<file path="config.mk">
export PLATFORM = sky130hd
export DESIGN_NAME = sbp_supervisor
export DESIGN_NICKNAME = d
export VERILOG_FILES = /design/src/core/sbp_pkg.sv /design/src/core/sbp_supervisor.sv
export SDC_FILE = /design/constraint.sdc
export NUM_CORES = 1
export LEC_CHECK = 0
export ABC_AREA = 0
export BUFFER_PORTS_ARGS = -buffer_cell sky130_fd_sc_hd__buf_2
export CORE_MARGIN = 3
export CORE_UTILIZATION = 31
export CTS_CLUSTER_DIAMETER = 40
export CTS_CLUSTER_SIZE = 24
export DETAILED_ROUTE_END_ITERATION = 7
export HOLD_SLACK_MARGIN = 0.15
export PLACE_DENSITY_LB_ADDON = 0.05
export SLEW_MARGIN = 20
export SYNTH_ARGS = -nofsm -noshare
export SYNTH_HDL_FRONTEND = slang
export SYNTH_SLANG_ARGS = --single-unit
export TNS_END_PERCENT = 10
</file>
<file path="constraint.sdc">
create_clock -name clk -period 2.4 [get_ports clk]
set_input_delay 0.12 -clock clk [delete_from_list [all_inputs] [get_ports clk]]
set_output_delay 0.12 -clock clk [all_outputs]
set_load 0.01 [all_outputs]
</file>
<file path="src/core/sbp_pkg.sv">
// Package: states, carriers and timing constants of the start-up supervisor
package sbp_pkg;
   localparam int unsigned CLK_HZ = 50_000_000;
   localparam int unsigned LINE_LOW_BLANKING_MS = 50;
   localparam int unsigned MAINS_LOSS_TIMEOUT_MS = 100;
   localparam int unsigned REMOTE_CLAMP_MS = 100;
   localparam int unsigned SOFT_START_MS = 4;
   localparam int unsigned SUPPLY_GROUND_US = 100;
   localparam int unsigned LINE_LOW_BLANKING_CYC = LINE_LOW_BLANKING_MS * (CLK_HZ / 1000);
   localparam int unsigned MAINS_LOSS_TIMEOUT_CYC = MAINS_LOSS_TIMEOUT_MS * (CLK_HZ / 1000);
   localparam int unsigned REMOTE_CLAMP_CYC = REMOTE_CLAMP_MS * (CLK_HZ / 1000);
   localparam int unsigned SOFT_START_CYC = SOFT_START_MS * (CLK_HZ / 1000);
   localparam int unsigned SUPPLY_GROUND_CYC = SUPPLY_GROUND_US * (CLK_HZ / 1000_000);
   localparam int unsigned CNT_W = 24;

   // Start-up current source level
   typedef enum logic [1:0] {
      SBP_SRC_OFF = 2'h0,
      SBP_SRC_LOW = 2'h1,
      SBP_SRC_FULL = 2'h2
   } sbp_src_t;

   // Sequencer states, Gray along the start-up path
   typedef enum logic [3:0] {
      SBP_ST_CHARGE = 4'h0,
      SBP_ST_SOFT = 4'h1,
      SBP_ST_RUN = 4'h3,
      SBP_ST_BO_STOP = 4'h2,
      SBP_ST_GROUND = 4'h6,
      SBP_ST_RECHARGE = 4'h7,
      SBP_ST_OFF = 4'h5,
      SBP_ST_PAUSE = 4'h4,
      SBP_ST_DISCHARGE = 4'hc
   } sbp_state_t;

   // Comparator outcomes
   typedef struct packed {
      logic line_above_low;
      logic line_above_recover;
      logic supply_above_guard;
      logic supply_at_startup;
      logic supply_above_hold;
      logic mains_absent;
      logic over_temp;
      logic remote_above_off;
      logic remote_below_restart;
   } sbp_sense_t;

   // Actuator commands
   typedef struct packed {
      logic gate_enable;
      logic soft_start;
      sbp_src_t src_level;
      logic supply_ground;
      logic filter_discharge;
      logic remote_pulldown;
      logic general_reset;
   } sbp_ctrl_t;
endpackage

</file>
<file path="src/core/sbp_supervisor.sv">
// Module: start-up, brown-out, mains-loss and power-savings sequencer
`timescale 1ns/10ps

// Function
// Line low for blanking: stop, hold bias
// Line recovery: ground supply, fresh start
// Recovery recharge uses full current always
// Brown-out during charge pauses without grounding
// Low current while supply below guard
// Full current above guard level
// Source off at start-up level, run
// Mains absence must persist full timeout
// Timeout expiry: ground supply, enable source
// Mains monitoring active in off, start-up
// Over-temperature stops filter discharge
// Remote above off level enters off
// Off mode disables all except monitoring
// Remote at restart level: fresh start-up
// Self-relaxing off cycle repeats while released
// Remote pulled low at non-relaxing restarts
// Secondary holds remote low normally
// Line recovery issues general reset pulse
// Every start-up begins with soft-start
// Inputs synchronous, timing from clock
// No off during brown-out; discharge first
module sbp_supervisor #(
   parameter int unsigned LINE_LOW_BLANKING = sbp_pkg::LINE_LOW_BLANKING_CYC,
   parameter int unsigned MAINS_LOSS_TIMEOUT = sbp_pkg::MAINS_LOSS_TIMEOUT_CYC,
   parameter int unsigned REMOTE_CLAMP = sbp_pkg::REMOTE_CLAMP_CYC,
   parameter int unsigned SOFT_START = sbp_pkg::SOFT_START_CYC,
   parameter int unsigned SUPPLY_GROUND = sbp_pkg::SUPPLY_GROUND_CYC
) (
   // Clock and reset
   input wire logic clk,
   input wire logic reset,
   // Comparator outcomes
   input wire sbp_pkg::sbp_sense_t sense,
   // Actuator commands
   output sbp_pkg::sbp_ctrl_t ctrl,
   output sbp_pkg::sbp_state_t state
);
   // Every interval must fit the shared counter width, so the build is refused otherwise
   if (LINE_LOW_BLANKING < 1 || LINE_LOW_BLANKING >= (1 << sbp_pkg::CNT_W) ||
       MAINS_LOSS_TIMEOUT < 1 || MAINS_LOSS_TIMEOUT >= (1 << sbp_pkg::CNT_W) ||
       REMOTE_CLAMP < 1 || REMOTE_CLAMP >= (1 << sbp_pkg::CNT_W) ||
       SOFT_START < 1 || SOFT_START >= (1 << sbp_pkg::CNT_W) ||
       SUPPLY_GROUND < 1 || SUPPLY_GROUND >= (1 << sbp_pkg::CNT_W)) begin : g_bad_timing
      $error("sbp_supervisor: timing parameter out of counter range");
   end

   localparam logic [sbp_pkg::CNT_W-1:0] BLANK_N = sbp_pkg::CNT_W'(LINE_LOW_BLANKING);
   localparam logic [sbp_pkg::CNT_W-1:0] MAINS_N = sbp_pkg::CNT_W'(MAINS_LOSS_TIMEOUT);
   localparam logic [sbp_pkg::CNT_W-1:0] CLAMP_N = sbp_pkg::CNT_W'(REMOTE_CLAMP);
   localparam logic [sbp_pkg::CNT_W-1:0] SOFT_N = sbp_pkg::CNT_W'(SOFT_START);
   localparam logic [sbp_pkg::CNT_W-1:0] GROUND_N = sbp_pkg::CNT_W'(SUPPLY_GROUND);

   // Whole module state
   typedef struct packed {
      sbp_pkg::sbp_state_t st;
      logic [sbp_pkg::CNT_W-1:0] blank_cnt;
      logic [sbp_pkg::CNT_W-1:0] mains_cnt;
      logic [sbp_pkg::CNT_W-1:0] clamp_cnt;
      logic [sbp_pkg::CNT_W-1:0] seq_cnt;
      logic relaxing;
      logic line_low;
      sbp_pkg::sbp_ctrl_t out;
   } sbp_regs_t;

   sbp_regs_t s_reg;
   sbp_regs_t s_next;

   logic line_low_now;
   logic mains_lost;
   logic [sbp_pkg::CNT_W-1:0] one;

   assign one = sbp_pkg::CNT_W'(1);
   // Inputs are already synchronous, so they are used directly
   assign line_low_now = !sense.line_above_low;
   // Mains loss confirmed only after the full timeout
   assign mains_lost = (s_reg.mains_cnt == MAINS_N);

   // Next-state logic
   always_comb begin
      s_next = s_reg;
      s_next.out.general_reset = 1'b0;

      // Line-low blanking: a short dip resets the count
      if (!line_low_now) begin
         s_next.blank_cnt = '0;
         s_next.line_low = 1'b0;
      end else if (s_reg.blank_cnt == BLANK_N) begin
         s_next.line_low = 1'b1;
      end else begin
         s_next.blank_cnt = s_reg.blank_cnt + one;
      end
      // Line low flag clears only once above the recovery level
      if (s_reg.line_low && !sense.line_above_recover && line_low_now == 1'b0) begin
         s_next.line_low = 1'b1;
      end

      // Mains-loss timer runs in every state
      if (!sense.mains_absent) begin
         s_next.mains_cnt = '0;
      end else if (s_reg.mains_cnt != MAINS_N) begin
         s_next.mains_cnt = s_reg.mains_cnt + one;
      end

      // Remote clamp timer
      if (s_reg.clamp_cnt != '0) begin
         s_next.clamp_cnt = s_reg.clamp_cnt - one;
      end

      case (s_reg.st)
         sbp_pkg::SBP_ST_CHARGE: begin
            if (s_reg.line_low) begin
               s_next.st = sbp_pkg::SBP_ST_PAUSE;
            end else if (sense.supply_at_startup) begin
               s_next.st = sbp_pkg::SBP_ST_SOFT;
               s_next.seq_cnt = '0;
            end
         end
         sbp_pkg::SBP_ST_PAUSE: begin
            // Supply is not grounded; charging resumes on recovery
            if (sense.line_above_recover) begin
               s_next.st = sbp_pkg::SBP_ST_CHARGE;
               s_next.line_low = 1'b0;
            end
         end
         sbp_pkg::SBP_ST_SOFT: begin
            if (s_reg.line_low) begin
               s_next.st = sbp_pkg::SBP_ST_BO_STOP;
            end else if (s_reg.seq_cnt == SOFT_N - one) begin
               s_next.st = sbp_pkg::SBP_ST_RUN;
            end else begin
               s_next.seq_cnt = s_reg.seq_cnt + one;
            end
         end
         sbp_pkg::SBP_ST_RUN: begin
            if (s_reg.line_low) begin
               s_next.st = sbp_pkg::SBP_ST_BO_STOP;
            end else if (sense.remote_above_off) begin
               s_next.st = sbp_pkg::SBP_ST_OFF;
            end else begin
               s_next.relaxing = 1'b0;
            end
         end
         sbp_pkg::SBP_ST_BO_STOP: begin
            if (sense.line_above_recover) begin
               s_next.st = sbp_pkg::SBP_ST_GROUND;
               s_next.seq_cnt = '0;
               s_next.line_low = 1'b0;
               s_next.out.general_reset = 1'b1;
            end
         end
         sbp_pkg::SBP_ST_GROUND: begin
            if (s_reg.seq_cnt == GROUND_N - one) begin
               s_next.st = sbp_pkg::SBP_ST_RECHARGE;
            end else begin
               s_next.seq_cnt = s_reg.seq_cnt + one;
            end
         end
         sbp_pkg::SBP_ST_RECHARGE: begin
            if (s_reg.line_low) begin
               s_next.st = sbp_pkg::SBP_ST_BO_STOP;
            end else if (sense.supply_at_startup) begin
               s_next.st = sbp_pkg::SBP_ST_SOFT;
               s_next.seq_cnt = '0;
            end
         end
         sbp_pkg::SBP_ST_OFF: begin
            if (sense.remote_below_restart) begin
               s_next.st = sbp_pkg::SBP_ST_CHARGE;
               s_next.relaxing = 1'b1;
            end
         end
         sbp_pkg::SBP_ST_DISCHARGE: begin
            // Only a return of the mains ends the discharge
            if (!sense.mains_absent) begin
               s_next.st = sbp_pkg::SBP_ST_CHARGE;
               s_next.relaxing = 1'b0;
            end
         end
         default: begin
            s_next.st = sbp_pkg::SBP_ST_CHARGE;
         end
      endcase

      // Restarts other than the self-relaxing one clamp the remote pin
      if (s_next.st == sbp_pkg::SBP_ST_SOFT && s_reg.st != sbp_pkg::SBP_ST_SOFT && !s_next.relaxing) begin
         s_next.clamp_cnt = CLAMP_N;
      end

      // Confirmed mains loss overrides every state
      if (mains_lost) begin
         s_next.st = sbp_pkg::SBP_ST_DISCHARGE;
      end

      // Outputs follow the next state
      s_next.out.gate_enable = (s_next.st == sbp_pkg::SBP_ST_SOFT) || (s_next.st == sbp_pkg::SBP_ST_RUN);
      s_next.out.soft_start = (s_next.st == sbp_pkg::SBP_ST_SOFT);
      s_next.out.supply_ground = (s_next.st == sbp_pkg::SBP_ST_GROUND) ||
                                 (s_next.st == sbp_pkg::SBP_ST_DISCHARGE && !sense.over_temp);
      s_next.out.filter_discharge = (s_next.st == sbp_pkg::SBP_ST_DISCHARGE) && !sense.over_temp;
      s_next.out.remote_pulldown = (s_next.clamp_cnt != '0);
      case (s_next.st)
         sbp_pkg::SBP_ST_CHARGE: begin
            s_next.out.src_level = sense.supply_above_guard ? sbp_pkg::SBP_SRC_FULL : sbp_pkg::SBP_SRC_LOW;
         end
         sbp_pkg::SBP_ST_RECHARGE: begin
            s_next.out.src_level = sbp_pkg::SBP_SRC_FULL;
         end
         sbp_pkg::SBP_ST_BO_STOP: begin
            // Hold the supply at its bias level
            s_next.out.src_level = sense.supply_above_hold ? sbp_pkg::SBP_SRC_OFF : sbp_pkg::SBP_SRC_FULL;
         end
         sbp_pkg::SBP_ST_DISCHARGE: begin
            s_next.out.src_level = sense.over_temp ? sbp_pkg::SBP_SRC_OFF : sbp_pkg::SBP_SRC_FULL;
         end
         default: begin
            // Source off in run, soft-start, pause, ground and off
            s_next.out.src_level = sbp_pkg::SBP_SRC_OFF;
         end
      endcase
   end

   // State register
   always_ff @(posedge clk) begin
      if (reset) begin
         s_reg <= '0;
      end else begin
         s_reg <= s_next;
      end
   end

   assign ctrl = s_reg.out;
   assign state = s_reg.st;

   // A confirmed mains loss wins over every other state
   chk_discharge_wins: assert property (@(posedge clk) disable iff (reset)
      (s_reg.mains_cnt == MAINS_N) |=> state == sbp_pkg::SBP_ST_DISCHARGE)
      else $error("mains loss did not force discharge");

   // Discharge is entered only from a count that ran the full timeout
   chk_short_dip_ignored: assert property (@(posedge clk) disable iff (reset)
      state != sbp_pkg::SBP_ST_DISCHARGE ##1 state == sbp_pkg::SBP_ST_DISCHARGE |->
      $past(s_reg.mains_cnt) == MAINS_N)
      else $error("discharge started without timeout");

   // Any return of the mains restarts the loss timer from zero
   chk_dropout_clears: assert property (@(posedge clk) disable iff (reset)
      !sense.mains_absent |=> s_reg.mains_cnt == '0)
      else $error("mains dropout did not clear the timer");

   // A hot junction must already have stopped the drain
   chk_discharge_temp: assert property (@(posedge clk) disable iff (reset)
      ctrl.filter_discharge |-> $past(!sense.over_temp))
      else $error("discharge ran while over temperature");

   // A cool junction: ground switch closed and source at full current
   chk_discharge_source: assert property (@(posedge clk) disable iff (reset)
      state == sbp_pkg::SBP_ST_DISCHARGE && !$past(sense.over_temp) |->
      ctrl.supply_ground && ctrl.src_level == sbp_pkg::SBP_SRC_FULL)
      else $error("discharge switch or source not on");

   // No gate drive while stopped on a low line
   chk_no_gate_bo: assert property (@(posedge clk) disable iff (reset)
      state == sbp_pkg::SBP_ST_BO_STOP |-> !ctrl.gate_enable)
      else $error("gate drive during brown-out stop");

   // Gate drive only in soft-start and run, never in off or any stop
   chk_gate_states: assert property (@(posedge clk) disable iff (reset)
      ctrl.gate_enable |-> state == sbp_pkg::SBP_ST_SOFT || state == sbp_pkg::SBP_ST_RUN)
      else $error("gate drive outside soft-start or run");

   // One general reset pulse as the recovery grounding begins
   chk_recover_reset: assert property (@(posedge clk) disable iff (reset)
      state == sbp_pkg::SBP_ST_BO_STOP ##1 state == sbp_pkg::SBP_ST_GROUND |->
      ctrl.general_reset ##1 !ctrl.general_reset)
      else $error("no single reset pulse on recovery");

   // Recovery grounds the supply with the gate off
   chk_ground_recover: assert property (@(posedge clk) disable iff (reset)
      state == sbp_pkg::SBP_ST_GROUND |-> ctrl.supply_ground && !ctrl.gate_enable)
      else $error("supply not grounded on recovery");

   // Recovery recharge never drops to the reduced current
   chk_recharge_full: assert property (@(posedge clk) disable iff (reset)
      state == sbp_pkg::SBP_ST_RECHARGE |-> ctrl.src_level == sbp_pkg::SBP_SRC_FULL)
      else $error("recovery recharge not at full current");

   // A paused charge keeps the supply where it is
   chk_pause_no_ground: assert property (@(posedge clk) disable iff (reset)
      state == sbp_pkg::SBP_ST_PAUSE |-> !ctrl.supply_ground && !ctrl.gate_enable)
      else $error("pause grounded the supply");

   // The pause ends as soon as the line is back
   chk_pause_resume: assert property (@(posedge clk) disable iff (reset)
      state == sbp_pkg::SBP_ST_PAUSE && sense.line_above_recover && !mains_lost |=>
      state == sbp_pkg::SBP_ST_CHARGE)
      else $error("charge did not resume after line recovery");

   // The first cycle after reset still shows reset outputs, hence the past-reset guard
   chk_low_current_guard: assert property (@(posedge clk) disable iff (reset)
      !$past(reset) && state == sbp_pkg::SBP_ST_CHARGE && !$past(sense.supply_above_guard) |->
      ctrl.src_level == sbp_pkg::SBP_SRC_LOW)
      else $error("reduced current not used below guard level");

   // Above the guard level the charge runs at full current
   chk_full_current_guard: assert property (@(posedge clk) disable iff (reset)
      !$past(reset) && state == sbp_pkg::SBP_ST_CHARGE && $past(sense.supply_above_guard) |->
      ctrl.src_level == sbp_pkg::SBP_SRC_FULL)
      else $error("full current not used above guard level");

   // Soft-start only follows a supply that reached the start-up level
   chk_soft_needs_supply: assert property (@(posedge clk) disable iff (reset)
      $rose(state == sbp_pkg::SBP_ST_SOFT) |-> $past(sense.supply_at_startup))
      else $error("start-up began below the start-up level");

   // Once switching, the start-up source stays off
   chk_run_source_off: assert property (@(posedge clk) disable iff (reset)
      state == sbp_pkg::SBP_ST_SOFT || state == sbp_pkg::SBP_ST_RUN |->
      ctrl.src_level == sbp_pkg::SBP_SRC_OFF)
      else $error("start-up source on while switching");

   // Soft-start flag marks the whole soft-start interval
   chk_soft_flag: assert property (@(posedge clk) disable iff (reset)
      state == sbp_pkg::SBP_ST_SOFT |-> ctrl.soft_start)
      else $error("soft-start flag missing");

   // Run is only reached through soft-start
   chk_soft_first: assert property (@(posedge clk) disable iff (reset)
      $rose(state == sbp_pkg::SBP_ST_RUN) |-> $past(state) == sbp_pkg::SBP_ST_SOFT)
      else $error("run entered without soft-start");

   // Off mode is entered from run on a released remote pin only
   chk_off_from_run: assert property (@(posedge clk) disable iff (reset)
      $rose(state == sbp_pkg::SBP_ST_OFF) |->
      $past(state) == sbp_pkg::SBP_ST_RUN && $past(sense.remote_above_off))
      else $error("off mode entered without remote request");

   // Off mode leaves nothing running but the mains watch
   chk_off_quiet: assert property (@(posedge clk) disable iff (reset)
      state == sbp_pkg::SBP_ST_OFF |-> !ctrl.gate_enable && ctrl.src_level == sbp_pkg::SBP_SRC_OFF)
      else $error("off mode not quiet");

   // A remote pin at the restart level starts a fresh charge
   chk_off_restart: assert property (@(posedge clk) disable iff (reset)
      state == sbp_pkg::SBP_ST_OFF && sense.remote_below_restart && !mains_lost |=>
      state == sbp_pkg::SBP_ST_CHARGE)
      else $error("off mode did not restart");

   // Ordinary restarts clamp the remote pin from the first soft-start cycle
   chk_restart_clamp: assert property (@(posedge clk) disable iff (reset)
      $rose(state == sbp_pkg::SBP_ST_SOFT) && !s_reg.relaxing |-> ctrl.remote_pulldown)
      else $error("remote pin not clamped at restart");

   // The self-relaxing restart leaves the remote pin free to swing
   chk_relax_no_clamp: assert property (@(posedge clk) disable iff (reset)
      $rose(state == sbp_pkg::SBP_ST_SOFT) && s_reg.relaxing && !$past(ctrl.remote_pulldown) |->
      !ctrl.remote_pulldown)
      else $error("remote pin clamped in relaxing restart");
endmodule

</file>
* Word level (Yosys, flattened, before mapping)
Cells that the tools add are included.
Storage, ports and cells: memory bits (writable) 0, flip-flop bits (word level) 110, word-level logic and storage cells 106, output and inout bits 12, bits in latches 0, memories kept 0, ROM bits 0
Operators by class: add/sub/neg operators 4, div/mod/pow operators 0, bitwise operators 2, muxes and demuxes 38, order comparisons 0, shifts and indexed selects 0, reductions and logical operators 21, $mul 0, equality and inequality tests 27
Operators with widths (count):
- $mux W24 | 8
- $pmux W24 S4 | 1
- $add A24 B1 Y24 const B | 3
- $mux W4 | 13
- $reduce_bool A24 Y1 | 2
- $pmux W4 S9 | 1
- $eq A24 B13 Y1 const B | 1
- $eq A24 B18 Y1 const B | 1
- $eq A24 B22 Y1 const B | 1
- $eq A24 B23 Y1 const B | 1
- $eq A4 B3 Y1 const B | 6
- $ne A24 B23 Y1 const B | 1
- $sub A24 B1 Y24 const B | 1
- $eq A4 B2 Y1 const B | 4
- $eq A4 B1 Y1 const B | 3
- $mux W1 | 10
- $ne A2 B2 Y1 const B | 5
- $reduce_or A2 Y1 | 5
- $eq A4 B4 Y1 const B | 2
- $logic_not A4 Y1 | 2
- $pmux W2 S4 | 1
- $reduce_and A7 Y1 | 1
- $mux W2 | 3
- $logic_and A1 B1 Y1 | 5
- 7 further kinds | 11

* Longest topological paths before layout
Gate-level depths: netlist (run 1).
word-level depth 9, mapped depth 9, mapped depth without buffers 8

* Worst setup path after synthesis (run 1)
OpenSTA, ideal clock, no wires.
kind register to register, start register s_reg[29] (netlist bit), end register s_reg[17] (netlist bit), period minus slack after synthesis 2.233 ns, setup time 0.117 ns, path slack 0.167 ns, data arrival time 2.116 ns, stages on the path, launching flop included 9, required time 2.283 ns, cells stage by stage dfxtp_1 or4_4 nor4b_4 a31oi_1 o211ai_2 buf_4 nor3_1 xnor2_1 nor2_1
On the way: longest elaborated chain between the ends 3, elaborated cells on any way between the ends 5, classes of those cells eq/ne: 4; reduce/logical: 1
RTL lines:
- start, declared | RTL line sbp_supervisor.sv:69 | sbp_regs_t s_reg;
- start signal, assigned | RTL line sbp_supervisor.sv:231 | s_reg <= s_next;
- $eq A24 B13 Y1 / $eq A24 B18 Y1 (equally long branches) | RTL line sbp_supervisor.sv:156, sbp_supervisor.sv:132
- $ne A2 B2 Y1 (no line)
- $reduce_and A7 Y1 (no line) (*)
Mark *: on every way between the ends. The rest lies on a longest branch, timed or not. A chain may end at the register's enable or synchronous reset.

* Worst setup path after layout (run 1)
start register s_reg[24] (netlist bit), end register s_reg, in the netlist ctrl[1]
On the way: longest elaborated chain between the ends 9, elaborated cells on any way between the ends 11, classes of those cells eq/ne: 3; mux: 5; reduce/logical: 3
RTL lines:
- $eq A24 B18 Y1 | RTL line sbp_supervisor.sv:132 | end else if (s_reg.seq_cnt == SOFT_N - one) begin
- $mux W4 | RTL line sbp_supervisor.sv:132
- $mux W4 | RTL line sbp_supervisor.sv:130 | if (s_reg.line_low) begin
- $pmux W4 S9 (*) | RTL line sbp_supervisor.sv:113 | case (s_reg.st)
- $eq A4 B1 Y1 (*) | RTL line sbp_supervisor.sv:189 | if (s_next.st == sbp_pkg::SBP_ST_SOFT && s_reg.st != sbp_pkg::SBP_ST_SOFT && !s_next.relaxing) begin
- $logic_and A1 B1 Y1 (*) (2 in series) | RTL line sbp_supervisor.sv:189
- $mux W24 (*) | RTL line sbp_supervisor.sv:189
- $reduce_bool A24 Y1 (*) | RTL line sbp_supervisor.sv:204 | s_next.out.remote_pulldown = (s_next.clamp_cnt != '0);
Marks and branches as above.

==> qor.csv, run 1 <==
stage,metric,value,unit
floorplanning,initial cell density of the core,0.319,
drt,first-pass iteration count of the detailed router,6,
min_path,Hold WC Path Type,in -> reg,
logic_synthesis,"Seq/Total Area, Yosys",0.396,
clock_network,H-tree depth,3,
grt,initial antenna violation count,0,
floorplanning,Die Y,140,um
timing,"Hold Vio Cnt, Final",0,
logic_synthesis,Yosys warning count,0,
timing,"Period Utilization, post-route",0.958,
worst_setup_path,crit path kind,reg -> reg,
finish,layout cells sized above 1,0.147,
placed_design,Placer Congestion,0.860,
finish,most frequent cells in the layout,"110 x dfxtp_1, 108 x nor2_1, 52 x buf_4",
run_status,status,finished clean,
grt,Tot GR Track Use,0.142,
finish,Synth-to-Final Area Change,19.1,%
power_and_ir_drop,Power Density,649,nW/um^2
worst_setup_path,CP max-delay cell,or4_1,
grt,total grt overflow,0,
logic_synthesis,Synth Area in XOR/XNOR,0.117,
timing,RSZ-0062 raised after global routing,true,
floorplanning,Die X,140,um
clock_network,clk slew on worst S/H paths,80,ps
worst_setup_path,Top delay family on crit path,simple AND/OR/NAND/NOR gates,
logic_synthesis,syn avg cell area,8.31,um^2
finish,# diodes,0,
logic_synthesis,complex-gate fraction of the synthesized area,0.0921,
logic_synthesis,Post-synth EDFFs,0,
clock_network,clk root buf,clkbuf_16,
worst_setup_path,crit-path max cell delay,550,ps
placed_design,hpwl dp,9780,um
drt,DRC Markers,0,
clock_network,clk sinks,110,
logic_synthesis,multiplexer share of the synthesized area,0.00721,
drt,DR vias,4702,
logic_synthesis,cell count after synthesis,668,
logic_synthesis,post-synthesis simple-gate area fraction,0.324,
timing,crit path time final,2300,ps
worst_setup_path,Crit Path Max Fanout,4,
power_and_ir_drop,Peak VDD IR,0.365,mV
power_and_ir_drop,Pwr Total,4.29,mW
grt,first-pass GRT wire length,22900,um
timing,worst slew pin tran,528,ps
worst_setup_path,critical path arrival,2580,ps
floorplanning,Rows,48,
logic_synthesis,post-synthesis adder-cell area fraction,0.0158,
worst_setup_path,CP cell instances,or4_1 -> nor4b_4 -> nand4_2 -> a211o_1 -> and2_1 -> and3_1 -> a31oi_1,
worst_setup_path,critical path launch point type,flip-flop,
finish,max FFs per register,98,
timing,Fin Clk Skew,7.48,ps
grt,vias in the first global route,4541,
logic_synthesis,Seq cells post-synth,110,
placed_design,# port buffers,22,
clock_network,CTS tree,yes,
logic_synthesis,Async SR Flop Fraction,0,
drt,drt total wl,13600,um
drt,per-cell routed wire length,14.2,um
worst_setup_path,endpoint class of the critical path,flip-flop,
floorplanning,Die Footprint,19600,um^2
worst_setup_path,Worst EP required,2680,ps
logic_synthesis,Synth cell types,61,
timing,Fin Setup TNS,0,ps
clock_network,number of buffers created by CTS,9,
floorplanning,core footprint,17400,um^2
logic_synthesis,largest family of logic cells by synthesized area,simple AND/OR/NAND/NOR gates,
worst_setup_path,Critical path buffers and inverters,0,
floorplanning,IO Pins,23,
logic_synthesis,Syn Std Cell Area,5550,um^2
finish,Nets,747,
timing,final setup vio count,0,
finish,"commonest non-fill, non-tap cell in the layout",dfxtp_1,
logic_synthesis,post-synth net total,686,
clock_network,maximum clock path buffer count,2,
job,MaxCap Viol Count,0,
logic_synthesis,"Top FF cell, synth",dfxtp_1,
timing,Peak Freq,435,MHz
drt,1st-iter DRT viols,227,
clock_network,worst skew pair latency,360,ps
drt,number of vias per cell,4.91,
timing,Max Slew Vio Count,0,
grt,largest net degree at the start of global routing,25,
power_and_ir_drop,P_leak,2.31,nW
drt,Routed Antenna Nets,0,
timing,Slew HR,0.647,
==> metrics by stage <==
stage	hold WS, ps	cells	util	instance area (um^2)	worst slack [ps]
floorplan	197	668	-	5550	167
global placement	322	936	0.355	6190	6.02
detailed placement	314	936	0.355	6190	62.3
CTS	154	957	0.377	6570	10.4
global route	173	958	0.380	6620	-29.1
finish	155	958	0.380	6620	102
==> logic make-up after synthesis <==
logic type,Yosys count
AO/OA/AOI/OAI,82
XOR/XNOR,74
adder cells (fa/ha/maj),7
buffers and inverters,55
flip-flops,110
multiplexers,4
AND/OR/NAND/NOR,336
==> worst paths after layout <==
| kind | cells after the start | to | startpoint | slack [ps] |
|---|---|---|---|---|
| min reg2reg | 2 | s_reg[93] | s_reg[93] | 510 |
| min | 2 | ctrl[2] | reset | 150 |
| max | 7 | ctrl[1] | s_reg[24] | 100 |
| max reg2reg | 7 | ctrl[1] | s_reg[24] | 100 |
==> metal layers <==
| metal | wire length [um] | vias up | track usage |
|---|---|---|---|
| li1 | - | 2446 | - |
| met1 | 6610 | 2194 | 0.185 |
| met2 | 6450 | 49 | 0.235 |
| met3 | 356 | 13 | 0.0296 |
| met4 | 232 | 0 | 0.0454 |
| met5 | 0 | - | 0 |
==> Yosys cell counts, drive strengths merged (6+ instances only) <==
| cell | n | share of area |
|---|---|---|
| o21ai | 18 | 0.016 |
| nand2 | 46 | 0.032 |
| nand4 | 22 | 0.026 |
| nand2b | 7 | 0.0079 |
| nor4b | 11 | 0.020 |
| dfxtp | 110 | 0.40 |
| buf | 19 | 0.023 |
| inv | 23 | 0.016 |
| and3 | 10 | 0.011 |
| and2 | 6 | 0.0068 |
| ha | 7 | 0.016 |
| clkbuf | 13 | 0.0088 |
| xnor2 | 43 | 0.068 |
| nor4 | 21 | 0.030 |
| nor2b | 8 | 0.0090 |
| a21oi | 33 | 0.030 |
| or3 | 18 | 0.020 |
| xor2 | 31 | 0.049 |
| nor2 | 108 | 0.073 |
| nor3 | 27 | 0.024 |
| nand3 | 25 | 0.023 |
==> area by class of cell <==
type,count,area [um^2]
inverters,23,86.3
repair buffers,82,601
flip-flops and latches,110,2200
multi-input cells,503,3120
fillers,1838,10800
well taps,225,282
clock inverters,5,82.6
clock buffers,10,239
==> report_power, final <==
part	leakage [nW]	switching, mW	total, mW	internal (mW)
Clock	0.159	0.714	1.66	0.943
Combinational	1.26	0.363	0.690	0.327
Sequential	0.892	0.0628	1.94	1.88
Total	2.31	1.14	4.29	3.15
==> timing repair <==
| item | in CTS | in global routing |
|---|---|---|
| resized for setup | 0 | 6 |
| setup buffers | 0 | 1 |
| hold buffers | 6 | 0 |
| hold endpoints to repair | 6 | 0 |
| setup endpoints to repair | 0 | 31 |
Note: power is estimated with default switching activity, not from simulation.
==> run 2, diff against run 1 <==
BUFFER_PORTS_ARGS = not set   (was -buffer_cell sky130_fd_sc_hd__buf_2)
CTS_CLUSTER_DIAMETER = 80   (was 40)
DONT_BUFFER_PORTS = 1   (was not set)
clock period = 2.1 ns   (was 2.4 ns; I/O delays follow)
==> qor.csv, run 2 (synthesis gave the netlist of run 1 again) <==
stage,metric,value,unit,change
worst_setup_path,end of the worst register-to-register path,ctrl[1],,
worst_setup_path,endpoint class of the critical path,flip-flop,,
timing,Max Slew Vio Count,0,,unchanged
floorplanning,Rows,48,,unchanged
grt,initial antenna violation count,0,,unchanged
finish,multi-input logic area,3160,um^2,+1.3%
timing,"Period Utilization, post-route",1.09,,+0.131
floorplanning,IO Pins,23,,unchanged
placed_design,Placer Congestion,0.789,,-8.3%
drt,number of vias per cell,4.94,,+0.69%
grt,total grt overflow,0,,unchanged
run_status,status,"complete, but fails checks",,
drt,first-pass iteration count of the detailed router,4,,-2
worst_setup_path,crit path kind,reg -> reg,,
grt,vias in the first global route,4806,,+5.8%
min_path,Hold WC Path Type,in -> reg,,
drt,Routed Antenna Nets,0,,unchanged
drt,DRC Markers,0,,unchanged
clock_network,H-tree depth,3,,unchanged
timing,PnR worst setup slack,-186,ps,-288 ps
grt,largest net degree at the start of global routing,25,,unchanged
finish,"commonest non-fill, non-tap cell in the layout",buf_4,,
timing,crit path time final,2290,ps,-11.9 ps
power_and_ir_drop,Power Density,680,nW/um^2,+4.8%
min_path,Hold Path Depth,1,,-1
placed_design,hpwl dp,10500,um,+7.2%
min_path,hold path endpoint,ctrl[3],,
timing,"Hold Vio Cnt, Final",19,,+19
timing,RSZ-0062 raised after global routing,true,,
grt,first-pass GRT wire length,23600,um,+3.4%
worst_setup_path,Worst EP required,2380,ps,-300 ps
clock_network,clk sinks,110,,unchanged
job,MaxCap Viol Count,0,,unchanged
worst_setup_path,reg2reg path depth,7,,unchanged
timing,Peak Freq,437,MHz,+0.52%
worst_setup_path,Crit Path Max Fanout,4,,unchanged
drt,DR vias,4962,,+5.5%
grt,Tot GR Track Use,0.146,,+0.00460
finish,Synth-to-Final Area Change,26.1,%,
power_and_ir_drop,P_leak,2.53,nW,+9.7%
clock_network,hold-fix buffers at CTS,4,,-2
finish,register area,2210,um^2,+0.23%
clock_network,number of buffers created by CTS,9,,unchanged
finish,max FFs per register,98,,unchanged
drt,drt total wl,14000,um,+2.9%
floorplanning,initial cell density of the core,0.319,,unchanged
run_status,failing checks,"hold timing, setup timing",,
timing,Slew HR,0.431,,-0.215
min_path,hold_sp,reset,,
floorplanning,core footprint,17400,um^2,unchanged
worst_setup_path,reg2reg setup slack,-190,ps,-290 ps
clock_network,maximum clock path buffer count,2,,unchanged
worst_setup_path,critical path launch point type,flip-flop,,
worst_setup_path,critical path arrival,2560,ps,-20 ps
finish,# diodes,0,,unchanged
placed_design,# port buffers,0,,-100%
power_and_ir_drop,Peak VDD IR,0.384,mV,+5.4%
drt,1st-iter DRT viols,180,,-21%
floorplanning,Die Footprint,19600,um^2,unchanged
timing,Fin Clk Skew,6.28,ps,-1.20 ps
clock_network,CTS tree,yes,,
clock_network,clk slew on worst S/H paths,80,ps,about the same
clock_network,clk root buf,clkbuf_16,,
floorplanning,Die X,140,um,unchanged
finish,layout cells sized above 1,0.221,,+0.0735
timing,final setup vio count,55,,+55
clock_network,worst skew pair latency,350,ps,about the same
floorplanning,Die Y,140,um,unchanged
finish,Nets,792,,+6.0%
timing,Min Hold Slack,-196,ps,-351 ps
timing,worst slew pin tran,851,ps,+323 ps
worst_setup_path,Crit Reg-Reg Startpoint,s_reg[32],,
finish,fin util,0.402,,+0.0223
drt,per-cell routed wire length,14.0,um,-1.8%
finish,filler instances,1795,,-2.3%
finish,most frequent cells in the layout,"120 x buf_4, 106 x dfxtp_1, 105 x nor2_1",,
run 2: changes by cell type in the layout (fill, tap and decap cells not counted), sizes merged:
| cell | change |
|---|---|
| dlygate4sd3 | -2 |
| bufinv | -2 |
| clkinvlp | +1 |
| buf | +47 |
| inv | +2 |
run 2: power breakdown:
group | total (mW) | internal [mW] | switching, mW
Clock | 1.64 | 0.816 | 0.819
Sequential | 2.21 | 2.15 | 0.0579
Combinational | 0.918 | 0.481 | 0.436
run 2: worst max path at each step:
stage	slack [ps]	from	depth (start not counted)	end
CTS	-190	s_reg[32]	7	ctrl[1]
finish	-190	s_reg[32]	7	ctrl[1]
detailed placement	-220	s_reg[28]	8	ctrl[3]
global placement	-190	s_reg[28]	8	ctrl[3]
global route	-310	s_reg[28]	7	ctrl[1]
floorplan	-110	s_reg[28]	8	s_reg[17]
run 2: what timing repair did:
item | 4_1_cts | 5_1_grt
buffers inserted | 0 | 1
endpoints found under the hold margin | 22 | 19
resized for setup | 6 | 17
pin swaps | 5 | 6
endpoints found under the setup margin | 55 | 65
run 2: per-stage QoR:
stage,setup slack (ps),area [um^2],total power [mW],std cells,setup TNS [ps]
2_1_floorplan,-109,5570,2.72,668,-2180
3_3_place_gp,-189,6610,3.16,983,-4160
3_5_place_dp,-219,6610,3.16,983,-6040
4_1_cts,-186,6940,4.85,1003,-5740
5_1_grt,-312,7000,5.02,1004,-10100
6_report,-186,7000,4.76,1004,-5720
run 2: routing by layer:
metal  global-route usage  wire length, um
met3               0.0419              598
met5                    0                0
met4               0.0428              216
met2                0.241             6520
met1                0.187             6700
run 2: final cells by class:
cell class | count | share of cell area
repair buffers | 127 | 0.142
well taps | 225 | 0.0402
multi-input cells | 503 | 0.452
flip-flops and latches | 110 | 0.315
clock inverters | 6 | 0.00625
inverters | 23 | 0.0123
clock buffers | 10 | 0.0327
run 2: critical path: stages (launching register included):
cell and delay (ps):
dfxtp_1 320, or4_4 540, nor4b_4 370, nand4_2 200
a211o_1 370, and2_4 160, and3_1 130, a31oi_1 130
